==> config.mk <==
export PLATFORM = sky130hd
export DESIGN_NAME = temp_sensor_thermal_alarm
export DESIGN_NICKNAME = d
export VERILOG_FILES = /design/src/ts_pkg.sv /design/src/temp_sensor_thermal_alarm.sv
export VERILOG_INCLUDE_DIRS = /design/src
export SDC_FILE = /design/constraint.sdc
export NUM_CORES = 1
export LEC_CHECK = 0
export ABC_AREA = 1
export CAP_MARGIN = 10
export CORE_ASPECT_RATIO = 0.8
export CORE_UTILIZATION = 45
export DETAILED_ROUTE_END_ITERATION = 10
export DONT_BUFFER_PORTS = 1
export GPL_TIMING_DRIVEN = 0
export HOLD_SLACK_MARGIN = 0.1
export PLACE_DENSITY = 0.68
export SLEW_MARGIN = 25
export SYNTH_ARGS = -nofsm -noshare
export SYNTH_HDL_FRONTEND = slang
export SYNTH_SLANG_ARGS = --single-unit
==> constraint.sdc <==
create_clock -name clk_i -period 2 [get_ports clk_i]
set_input_delay 0.1 -clock clk_i [delete_from_list [all_inputs] [get_ports clk_i]]
set_output_delay 0.1 -clock clk_i [all_outputs]
set_load 0.02 [all_outputs]
==> src/ts_cfg.svh <==
// register offsets, reset values and timing counts of the temperature alarm block
`ifndef TS_CFG_SVH
`define TS_CFG_SVH

// ==================================================
// register pointer values
`define TS_PTR_TEMP 2'h0
`define TS_PTR_CONF 2'h1
`define TS_PTR_HYS 2'h2
`define TS_PTR_OS 2'h3

// ==================================================
// reset values
`define TS_TEMP_RST 16'h0000
`define TS_CFG_RST 8'h00
`define TS_HYS_RST 16'h4B00
`define TS_OS_RST 16'h5000
`define TS_PTR_RST 2'h0

// ==================================================
// configuration field positions
`define TS_CFG_SD_BIT 0
`define TS_CFG_MODE_BIT 1
`define TS_CFG_POL_BIT 2
`define TS_CFG_FQ_LO 3
`define TS_CFG_FQ_HI 4

// ==================================================
// bus address and timing
`define TS_ADDR_HI 4'h9
`define TS_SCL_MAX_KHZ 400
`define TS_CLK_MHZ 200
`define TS_CONV_TIME_US 45000
`define TS_CONV_CYCLES (`TS_CONV_TIME_US * `TS_CLK_MHZ)

`endif

==> src/ts_pkg.sv <==
// types shared by the temperature alarm block
package ts_pkg;

    // ==================================================
    // configuration byte, bit 0 at the bottom
    typedef struct packed {
        logic [2:0] spare;
        logic fault_count_hi;
        logic fault_count_lo;
        logic alarm_polarity;
        logic int_mode;
        logic shutdown;
    } cfg_t;

    // ==================================================
    // serial slave states
    typedef enum logic [5:0] {
        ST_IDLE = 6'b000001,
        ST_ADDR = 6'b000010,
        ST_ACK = 6'b000100,
        ST_WR = 6'b001000,
        ST_RD = 6'b010000,
        ST_RACK = 6'b100000
    } bus_state_t;

endpackage

==> src/temp_sensor_thermal_alarm.sv <==
// temperature readout, threshold alarm and two-wire register slave
`include "ts_cfg.svh"

// Contract
// - results are 9-bit codes, half a degree per step
// - bus sampling keeps up with a master clocking up to 400 kHz
// - three address select pins give the low slave address bits
// - alarm runs in comparator or interrupt mode per configuration
// - conversions start after reset with no bus command
// - each result is compared against overlimit and hysteresis thresholds, except in interrupt mode while the alarm is set
// - result is stored as a 16-bit two's complement word
// - temperature reads never disturb the running conversion
// - code sits in bits 15..7, bits 6..0 read zero
// - alarm updates after each comparison using result and mode
// - two fault bits set the consecutive-conversion queue depth
// - polarity bit picks the alarm active level, low after reset
// - interrupt mode fires an event when over the overlimit
// - comparator mode acts as a thermostat with hysteresis
// - threshold registers keep every written bit
// - reset defaults let the alarm work with no bus traffic
// - results are in degrees Celsius only
// - every register is reachable over the two-wire bus
// - fault field 00,01,10,11 means 1,2,4,6 faults, default 00
// - comparator alarm holds until a result drops below hysteresis
// - interrupt alarm clears on any read, re-arms after low results
// - pointer holds between transactions and resets to zero
module temp_sensor_thermal_alarm #(
    parameter int unsigned CONV_CYCLES = `TS_CONV_CYCLES,
    parameter logic [3:0] ADDR_HI = `TS_ADDR_HI
) (
    // clock and reset
    input wire logic clk_i,
    input wire logic rst_n_i,
    // converter code, same clock domain
    input wire logic [8:0] adc_code_i,
    // two-wire bus
    input wire logic scl_i,
    input wire logic sda_in_i,
    output logic sda_out_o,
    output logic sda_oe_o,
    // address straps
    input wire logic addr_sel_0_i,
    input wire logic addr_sel_1_i,
    input wire logic addr_sel_2_i,
    // alarm pin
    output logic alarm_out_o,
    output logic alarm_oe_o
);

    // ==================================================
    // pin synchronisers
    logic [1:0] scl_sy, sda_sy;
    logic [2:0] asel_m, asel_s;
    logic scl_d, sda_d;

    always_ff @(posedge clk_i or negedge rst_n_i) begin
        if (!rst_n_i) begin
            scl_sy <= 2'h3;
            sda_sy <= 2'h3;
            asel_m <= 3'h0;
            asel_s <= 3'h0;
            scl_d <= 1'b1;
            sda_d <= 1'b1;
        end else begin
            // 5 ns sampling is far finer than any 400 kHz bit
            scl_sy <= {scl_sy[0], scl_i};
            sda_sy <= {sda_sy[0], sda_in_i};
            asel_m <= {addr_sel_2_i, addr_sel_1_i, addr_sel_0_i};
            asel_s <= asel_m;
            scl_d <= scl_sy[1];
            sda_d <= sda_sy[1];
        end
    end

    wire scl_s = scl_sy[1];
    wire sda_s = sda_sy[1];
    wire scl_rise = scl_s & ~scl_d;
    wire scl_fall = ~scl_s & scl_d;
    wire bus_start = scl_s & scl_d & sda_d & ~sda_s;
    wire bus_stop = scl_s & scl_d & ~sda_d & sda_s;

    // ==================================================
    // register file
    ts_pkg::cfg_t cfg_reg;
    ts_pkg::bus_state_t st_reg;
    logic [1:0] ptr_reg;
    logic [15:0] temp_reg, hys_reg, os_reg;
    logic [7:0] shift_reg, wr_hi_reg;
    logic [3:0] bit_cnt_reg;
    logic [1:0] byte_idx_reg;
    logic rw_reg, rd_hi_reg, ack_ok_reg, sda_oe_reg;
    logic rd_evt_reg, ptr_wr_reg;

    wire [15:0] cfg_word = {cfg_reg, cfg_reg};
    wire [15:0] rd_word = (ptr_reg == `TS_PTR_TEMP) ? temp_reg :
                          (ptr_reg == `TS_PTR_CONF) ? cfg_word :
                          (ptr_reg == `TS_PTR_HYS) ? hys_reg : os_reg;
    wire [7:0] tx_byte = rd_hi_reg ? rd_word[15:8] : rd_word[7:0];
    wire addr_match = (shift_reg[7:1] == {ADDR_HI, asel_s});
    wire byte_done = scl_fall & (bit_cnt_reg == 4'h8);
    wire [3:0] bit_inc = 4'(bit_cnt_reg + 4'h1);
    wire [1:0] idx_inc = (byte_idx_reg == 2'h3) ? 2'h3 : 2'(byte_idx_reg + 2'h1);
    wire ptr_ok = (shift_reg[7:2] == 6'h00);

    // ==================================================
    // serial slave
    always_ff @(posedge clk_i or negedge rst_n_i) begin
        if (!rst_n_i) begin
            st_reg <= ts_pkg::ST_IDLE;
            ptr_reg <= `TS_PTR_RST;
            cfg_reg <= ts_pkg::cfg_t'(`TS_CFG_RST);
            hys_reg <= `TS_HYS_RST;
            os_reg <= `TS_OS_RST;
            shift_reg <= 8'h00;
            wr_hi_reg <= 8'h00;
            bit_cnt_reg <= 4'h0;
            byte_idx_reg <= 2'h0;
            rw_reg <= 1'b0;
            rd_hi_reg <= 1'b1;
            ack_ok_reg <= 1'b0;
            sda_oe_reg <= 1'b0;
            rd_evt_reg <= 1'b0;
            ptr_wr_reg <= 1'b0;
        end else begin
            rd_evt_reg <= 1'b0;
            ptr_wr_reg <= 1'b0;
            if (bus_start) begin
                st_reg <= ts_pkg::ST_ADDR;
                bit_cnt_reg <= 4'h0;
                byte_idx_reg <= 2'h0;
                sda_oe_reg <= 1'b0;
            end else if (bus_stop) begin
                st_reg <= ts_pkg::ST_IDLE;
                sda_oe_reg <= 1'b0;
            end else begin
                case (st_reg)
                    ts_pkg::ST_ADDR, ts_pkg::ST_WR: begin
                        if (scl_rise) begin
                            shift_reg <= {shift_reg[6:0], sda_s};
                            bit_cnt_reg <= bit_inc;
                        end else if (byte_done) begin
                            bit_cnt_reg <= 4'h0;
                            if (st_reg == ts_pkg::ST_ADDR) begin
                                if (addr_match) begin
                                    rw_reg <= shift_reg[0];
                                    rd_hi_reg <= 1'b1;
                                    sda_oe_reg <= 1'b1;
                                    st_reg <= ts_pkg::ST_ACK;
                                end else begin
                                    st_reg <= ts_pkg::ST_IDLE;
                                end
                            end else begin
                                byte_idx_reg <= idx_inc;
                                sda_oe_reg <= 1'b1;
                                st_reg <= ts_pkg::ST_ACK;
                                if (byte_idx_reg == 2'h0) begin
                                    if (ptr_ok) begin
                                        ptr_reg <= shift_reg[1:0];
                                        ptr_wr_reg <= 1'b1;
                                    end else begin
                                        sda_oe_reg <= 1'b0;
                                        st_reg <= ts_pkg::ST_IDLE;
                                    end
                                end else if (byte_idx_reg == 2'h1) begin
                                    if (ptr_reg == `TS_PTR_CONF) begin
                                        cfg_reg <= ts_pkg::cfg_t'(shift_reg);
                                    end else begin
                                        wr_hi_reg <= shift_reg;
                                    end
                                end else if (byte_idx_reg == 2'h2) begin
                                    // all 16 bits kept so the pair can serve as storage
                                    if (ptr_reg == `TS_PTR_HYS) begin
                                        hys_reg <= {wr_hi_reg, shift_reg};
                                    end else if (ptr_reg == `TS_PTR_OS) begin
                                        os_reg <= {wr_hi_reg, shift_reg};
                                    end
                                end
                            end
                        end
                    end
                    ts_pkg::ST_ACK: begin
                        if (scl_fall) begin
                            if (rw_reg) begin
                                shift_reg <= tx_byte;
                                sda_oe_reg <= ~tx_byte[7];
                                rd_hi_reg <= ~rd_hi_reg;
                                rd_evt_reg <= 1'b1;
                                bit_cnt_reg <= 4'h0;
                                st_reg <= ts_pkg::ST_RD;
                            end else begin
                                sda_oe_reg <= 1'b0;
                                st_reg <= ts_pkg::ST_WR;
                            end
                        end
                    end
                    ts_pkg::ST_RD: begin
                        if (scl_fall) begin
                            if (bit_cnt_reg == 4'h7) begin
                                sda_oe_reg <= 1'b0;
                                st_reg <= ts_pkg::ST_RACK;
                            end else begin
                                bit_cnt_reg <= bit_inc;
                                shift_reg <= {shift_reg[6:0], 1'b0};
                                sda_oe_reg <= ~shift_reg[6];
                            end
                        end
                    end
                    ts_pkg::ST_RACK: begin
                        if (scl_rise) begin
                            ack_ok_reg <= ~sda_s;
                        end else if (scl_fall) begin
                            if (ack_ok_reg) begin
                                shift_reg <= tx_byte;
                                sda_oe_reg <= ~tx_byte[7];
                                rd_hi_reg <= ~rd_hi_reg;
                                bit_cnt_reg <= 4'h0;
                                st_reg <= ts_pkg::ST_RD;
                            end else begin
                                st_reg <= ts_pkg::ST_IDLE;
                            end
                        end
                    end
                    default: begin
                        st_reg <= ts_pkg::ST_IDLE;
                    end
                endcase
            end
        end
    end

    // ==================================================
    // conversion sequencer
    logic [31:0] conv_cnt_reg;
    logic conv_run_reg;
    wire conv_done = conv_run_reg & (conv_cnt_reg == CONV_CYCLES - 1);

    always_ff @(posedge clk_i or negedge rst_n_i) begin
        if (!rst_n_i) begin
            conv_cnt_reg <= 32'h0;
            conv_run_reg <= 1'b1;
            temp_reg <= `TS_TEMP_RST;
        end else begin
            if (conv_done) begin
                // Celsius code stored as is, low seven bits zero
                temp_reg <= {adc_code_i, 7'h00};
                conv_cnt_reg <= 32'h0;
                conv_run_reg <= ~cfg_reg.shutdown;
            end else if (conv_run_reg) begin
                conv_cnt_reg <= conv_cnt_reg + 32'h1;
            end else if (!cfg_reg.shutdown) begin
                conv_run_reg <= 1'b1;
            end
        end
    end

    // ==================================================
    // alarm logic
    function automatic logic [2:0] fault_need(input logic [1:0] f);
        case (f)
            2'b00: fault_need = 3'h1;
            2'b01: fault_need = 3'h2;
            2'b10: fault_need = 3'h4;
            default: fault_need = 3'h6;
        endcase
    endfunction

    logic alarm_act_reg, look_low_reg, alarm_oe_reg, sda_zero_reg;
    logic [2:0] fault_cnt_reg;
    logic act_next, look_next;
    logic [2:0] cnt_next;

    wire above_os = $signed(adc_code_i) > $signed(os_reg[15:7]);
    wire below_hys = $signed(adc_code_i) < $signed(hys_reg[15:7]);
    wire [2:0] need = fault_need({cfg_reg.fault_count_hi, cfg_reg.fault_count_lo});
    wire [2:0] cnt_inc = 3'(fault_cnt_reg + 3'h1);
    wire qual_int = look_low_reg ? below_hys : above_os;

    always_comb begin
        act_next = alarm_act_reg;
        look_next = look_low_reg;
        cnt_next = fault_cnt_reg;
        if (!cfg_reg.int_mode) begin
            if (conv_done) begin
                if (alarm_act_reg) begin
                    if (below_hys) begin
                        act_next = 1'b0;
                    end
                end else if (above_os) begin
                    cnt_next = (cnt_inc >= need) ? 3'h0 : cnt_inc;
                    act_next = (cnt_inc >= need);
                end else begin
                    cnt_next = 3'h0;
                end
            end
            look_next = 1'b0;
        end else begin
            // a read and a trip in one cycle: the trip wins
            if (alarm_act_reg && (rd_evt_reg || cfg_reg.shutdown)) begin
                act_next = 1'b0;
            end
            if (conv_done && !alarm_act_reg) begin
                if (qual_int) begin
                    cnt_next = (cnt_inc >= need) ? 3'h0 : cnt_inc;
                    if (cnt_inc >= need) begin
                        act_next = 1'b1;
                        look_next = ~look_low_reg;
                    end
                end else begin
                    cnt_next = 3'h0;
                end
            end
        end
    end

    always_ff @(posedge clk_i or negedge rst_n_i) begin
        if (!rst_n_i) begin
            alarm_act_reg <= 1'b0;
            look_low_reg <= 1'b0;
            fault_cnt_reg <= 3'h0;
            alarm_oe_reg <= 1'b0;
            sda_zero_reg <= 1'b0;
        end else begin
            alarm_act_reg <= act_next;
            look_low_reg <= look_next;
            fault_cnt_reg <= cnt_next;
            // pin level comes from the pull-up, so low is the only driven level
            alarm_oe_reg <= alarm_act_reg ^ cfg_reg.alarm_polarity;
            sda_zero_reg <= 1'b0;
        end
    end

    assign sda_out_o = sda_zero_reg;
    assign sda_oe_o = sda_oe_reg;
    assign alarm_out_o = sda_zero_reg;
    assign alarm_oe_o = alarm_oe_reg;

    // ==================================================
    // checks
    a_temp_capture: assert property (@(posedge clk_i) disable iff (!rst_n_i)
        conv_done |=> temp_reg == {$past(adc_code_i), 7'h00})
        else $error("temperature word not captured");
    a_conv_repeat: assert property (@(posedge clk_i) disable iff (!rst_n_i)
        conv_done && !cfg_reg.shutdown |=> conv_run_reg && conv_cnt_reg == 32'h0 ##1 conv_cnt_reg == 32'h1)
        else $error("conversion did not restart");
    a_pin_level: assert property (@(posedge clk_i) disable iff (!rst_n_i)
        ##1 alarm_oe_o == ($past(alarm_act_reg) ^ $past(cfg_reg.alarm_polarity)))
        else $error("alarm pin level wrong");
    a_trip_cause: assert property (@(posedge clk_i) disable iff (!rst_n_i)
        $rose(alarm_act_reg) |-> $past(conv_done) && $past(cnt_inc >= need))
        else $error("alarm tripped without full queue");
    a_cmp_release: assert property (@(posedge clk_i) disable iff (!rst_n_i)
        !cfg_reg.int_mode && alarm_act_reg && conv_done && below_hys |=> !alarm_act_reg)
        else $error("comparator alarm not released");
    a_int_read_clear: assert property (@(posedge clk_i) disable iff (!rst_n_i)
        cfg_reg.int_mode && alarm_act_reg && rd_evt_reg && !conv_done |=> !alarm_act_reg)
        else $error("interrupt alarm not cleared by read");
    a_ptr_hold: assert property (@(posedge clk_i) disable iff (!rst_n_i)
        !ptr_wr_reg |-> ptr_reg == $past(ptr_reg))
        else $error("pointer changed without write");
    a_sync_delay: assert property (@(posedge clk_i) disable iff (!rst_n_i)
        ##3 scl_d == $past(scl_i, 3))
        else $error("scl sampling delay wrong");
    a_cmp_hold: assert property (@(posedge clk_i) disable iff (!rst_n_i)
        !cfg_reg.int_mode && alarm_act_reg && !conv_done |=> alarm_act_reg)
        else $error("comparator alarm dropped between results");

endmodule

==> key figures <==
Detailed routing
  – WL met3: 1.01 mm
  – Post-route DRC: 0
  – Met2 wire len: 8.02 mm
  – Pre-antenna DRT Iters: 6
  – Post-route ant nets: 0
  – WL met1: 9.54 mm
  – Drt via density: 5.23
  – DRT iter0 DRCs: 561
  – Total vias in the final route: 6611
  – Final WL: 18.9 mm
  – WL per Instance: 15.0 um
  – Top Metal Used: met4

Placement
  – HPWL after DPL: 13.3 mm
  – GPL Wtd Cong: 0.869
  – Dpl cell area: 7820 um2
  – Worst slack at placement: -0.0816 ns
  – PortBufs: 0

Global route
  – GRT Overall Usage: 23.0%
  – Vias in the first global route: 6026
  – Initial antenna violation count: 0
  – Global route total overflow: 0
  – Largest net degree at the start of global routing: 136
  – First-pass GRT wire length: 30.8 mm

Finish
  – Share of cells above drive strength 1: 16.2%
  – Finished layout cell area: 8940 um2
  – Post-layout net count: 1076
  – Inserted Diodes: 0
  – Most common cell after layout, fill and taps aside: nand2_1
  – Largest register FFs: 32
  – Finished Core Util: 55.5%
  – Area delta synth->final: 18.5%
  – Most frequent cells in the layout: nand2_1, inv_1, dfrtp_1

Timing
  – Final Skew: 0.0112 ns
  – Slew Limit Fails: 0
  – Worst hold slack: -0.636 ns
  – Max Fclk: 523 MHz
  – Max transition margin: 65.2%
  – Final hold vios: 135
  – Worst-Margin Slew: 0.523 ns
  – Fin crit share: 95.7%
  – RSZ-0062 raised after global routing: true
  – Min Tclk post-route: 1.91 ns
  – # setup viols final: 0
  – Worst setup margin: 0.0868 ns

CTS
  – Clock Tree Root: clkbuf_16
  – Largest buffer count on any clock path: 2
  – Clock tree sinks: 135
  – Number of hold buffers added after cts: 14
  – Clock Pin Slew Worst Setup and Hold Paths: 0.07 ns
  – Clock buffer count from CTS: 17
  – H-tree lvl count: 4
  – CTS tree: yes
  – Clk Latency, worst-skew pair: 0.43 ns

Synthesis
  – Async set-reset flop share out of synthesis: 100%
  – Post-Synth Simple-Gate Area: 31.2%
  – YS warnings: 0
  – Cell count after synthesis: 984
  – Main combinational cell family by area after synthesis: simple AND/OR/NAND/NOR gates
  – EDFF count, synth: 0
  – XOR/XNOR share of the synthesized area: 3.13%
  – Avg Synthesized Cell Area: 7.67 um2
  – Synth Flop Type: dfrtp_1
  – Seq cells post-synth: 135
  – Mapped cell area: 7550 um2
  – Mux cell area share after synthesis: 0%
  – Register area share after synthesis: 45.0%
  – Synth Area in Compound Gates: 8.75%
  – Adder-cell share of the synthesized area: 3.98%
  – Netlist cell types: 42

Worst setup path
  – Critical Path End Type: flop
  – Startpoint Class: flop
  – CP max FO: 10
  – Worst endpoint required time: 2.31 ns
  – Kind of critical path: flop to flop
  – R2R Setup Slk: 0.09 ns
  – Arrival time at the worst endpoint: 2.23 ns

Worst hold path
  – Hold crit path type: input port to async pin

Power
  – Power per Cell Area: 692 nW/um2
  – Maximum vdd ir drop: 0.614 mV
  – Leak: 4.03 nW
  – Final Power: 6.19 mW

Floorplan
  – Core area: 16100 um2
  – Die area: 17300 um2
  – Placement Rows: 41
  – Die Wd: 147 um
  – I/O Pins: 20
  – Starting Density: 46.9%
  – DIE HEIGHT: 118 um

Outcome
  – Status: complete, but fails checks
  – Failing checks: hold timing

Job
  – Max capacitance violation total: 0
Yosys cell counts (all sizes together), types with 8 or more instances:
library cell  instances  area [um2]
ha                   24         300
buf                  12        77.6
xor2                 19         166
clkbuf                9        33.8
o21ai                92         472
inv                 129         484
nand2               300        1150
xnor2                 8        70.1
nor2                 89         398
nand4                24         178
a21oi                16        80.1
nand3                73         383
o211ai                9        67.6
dfstp                15         394
nor3                 26         173
dfrtp               120        3000
logic make-up (layout without fill, tap and decap cells):
logic type,count (synthesis),count (layout)
buf+inv,151,215
flops,135,135
other cells,1,2
xor+xnor,27,27
simple gates,523,523
fa+ha+maj,24,24
compound gates,123,123
layout make-up:
type | instances | area (um2)
buffer | 21 | 130
clock inverter | 14 | 148
sequential | 135 | 3400
timing repair buffer | 32 | 275
multi-input combinational | 699 | 3810
clock buffer | 18 | 429
inverter | 130 | 488
fill | 1523 | 7160
tap | 215 | 269
report_power, final:
group / internal (mW) / switching (mW)
clock: 1.84 / 1.24
combinational: 0.121 / 0.184
sequential: 2.77 / 0.0294
critical path, cell delays in order, from the launching register on:
cell,delay [ns]
dfrtp_1,0.39
ha_2,0.24
nand3_1,0.11
nor2_1,0.11
nand2_1,0.13
nor2_4,0.16
nand2_1,0.08
buf_2,0.20
clkbuf_4,0.22
nand2_1,0.09
nand2_1,0.06
stage by stage:
step                instances  TNS [ns]
finish                   1264         0
detailed placement       1200     -1.52
global placement         1200     -1.45
global route             1264    -0.119
CTS                      1249         0
floorplan                 985         0
per-layer routing:
layer / track usage, % / up-vias
li1: - / 3262
met1: 35.2 / 3136
met5: 0 / -
met3: 4.69 / 29
met4: 8.59 / 0
met2: 31.5 / 184
final timing paths:
kind | start | end | depth (start not counted)
min in group clk_i | addr_sel_1_i | asel_m[1] | 1
max in group asynchronous | rst_n_i | sda_d | 0
worst min-delay path | rst_n_i | conv_cnt_reg[15] | 0
worst max-delay path | conv_cnt_reg[0] | temp_reg[9] | 10
worst min register to register | asel_m[2] | asel_s[2] | 0
worst max register to register | conv_cnt_reg[0] | temp_reg[9] | 10
what timing repair did:
item | in CTS | in global routing
endpoints found under the hold margin | 149 | 135
setup buffers | 3 | 15
pin swaps | 2 | 26
endpoints found under the setup margin | 37 | 83
resized for setup | 9 | 62
(Power assumes the default switching activity.)
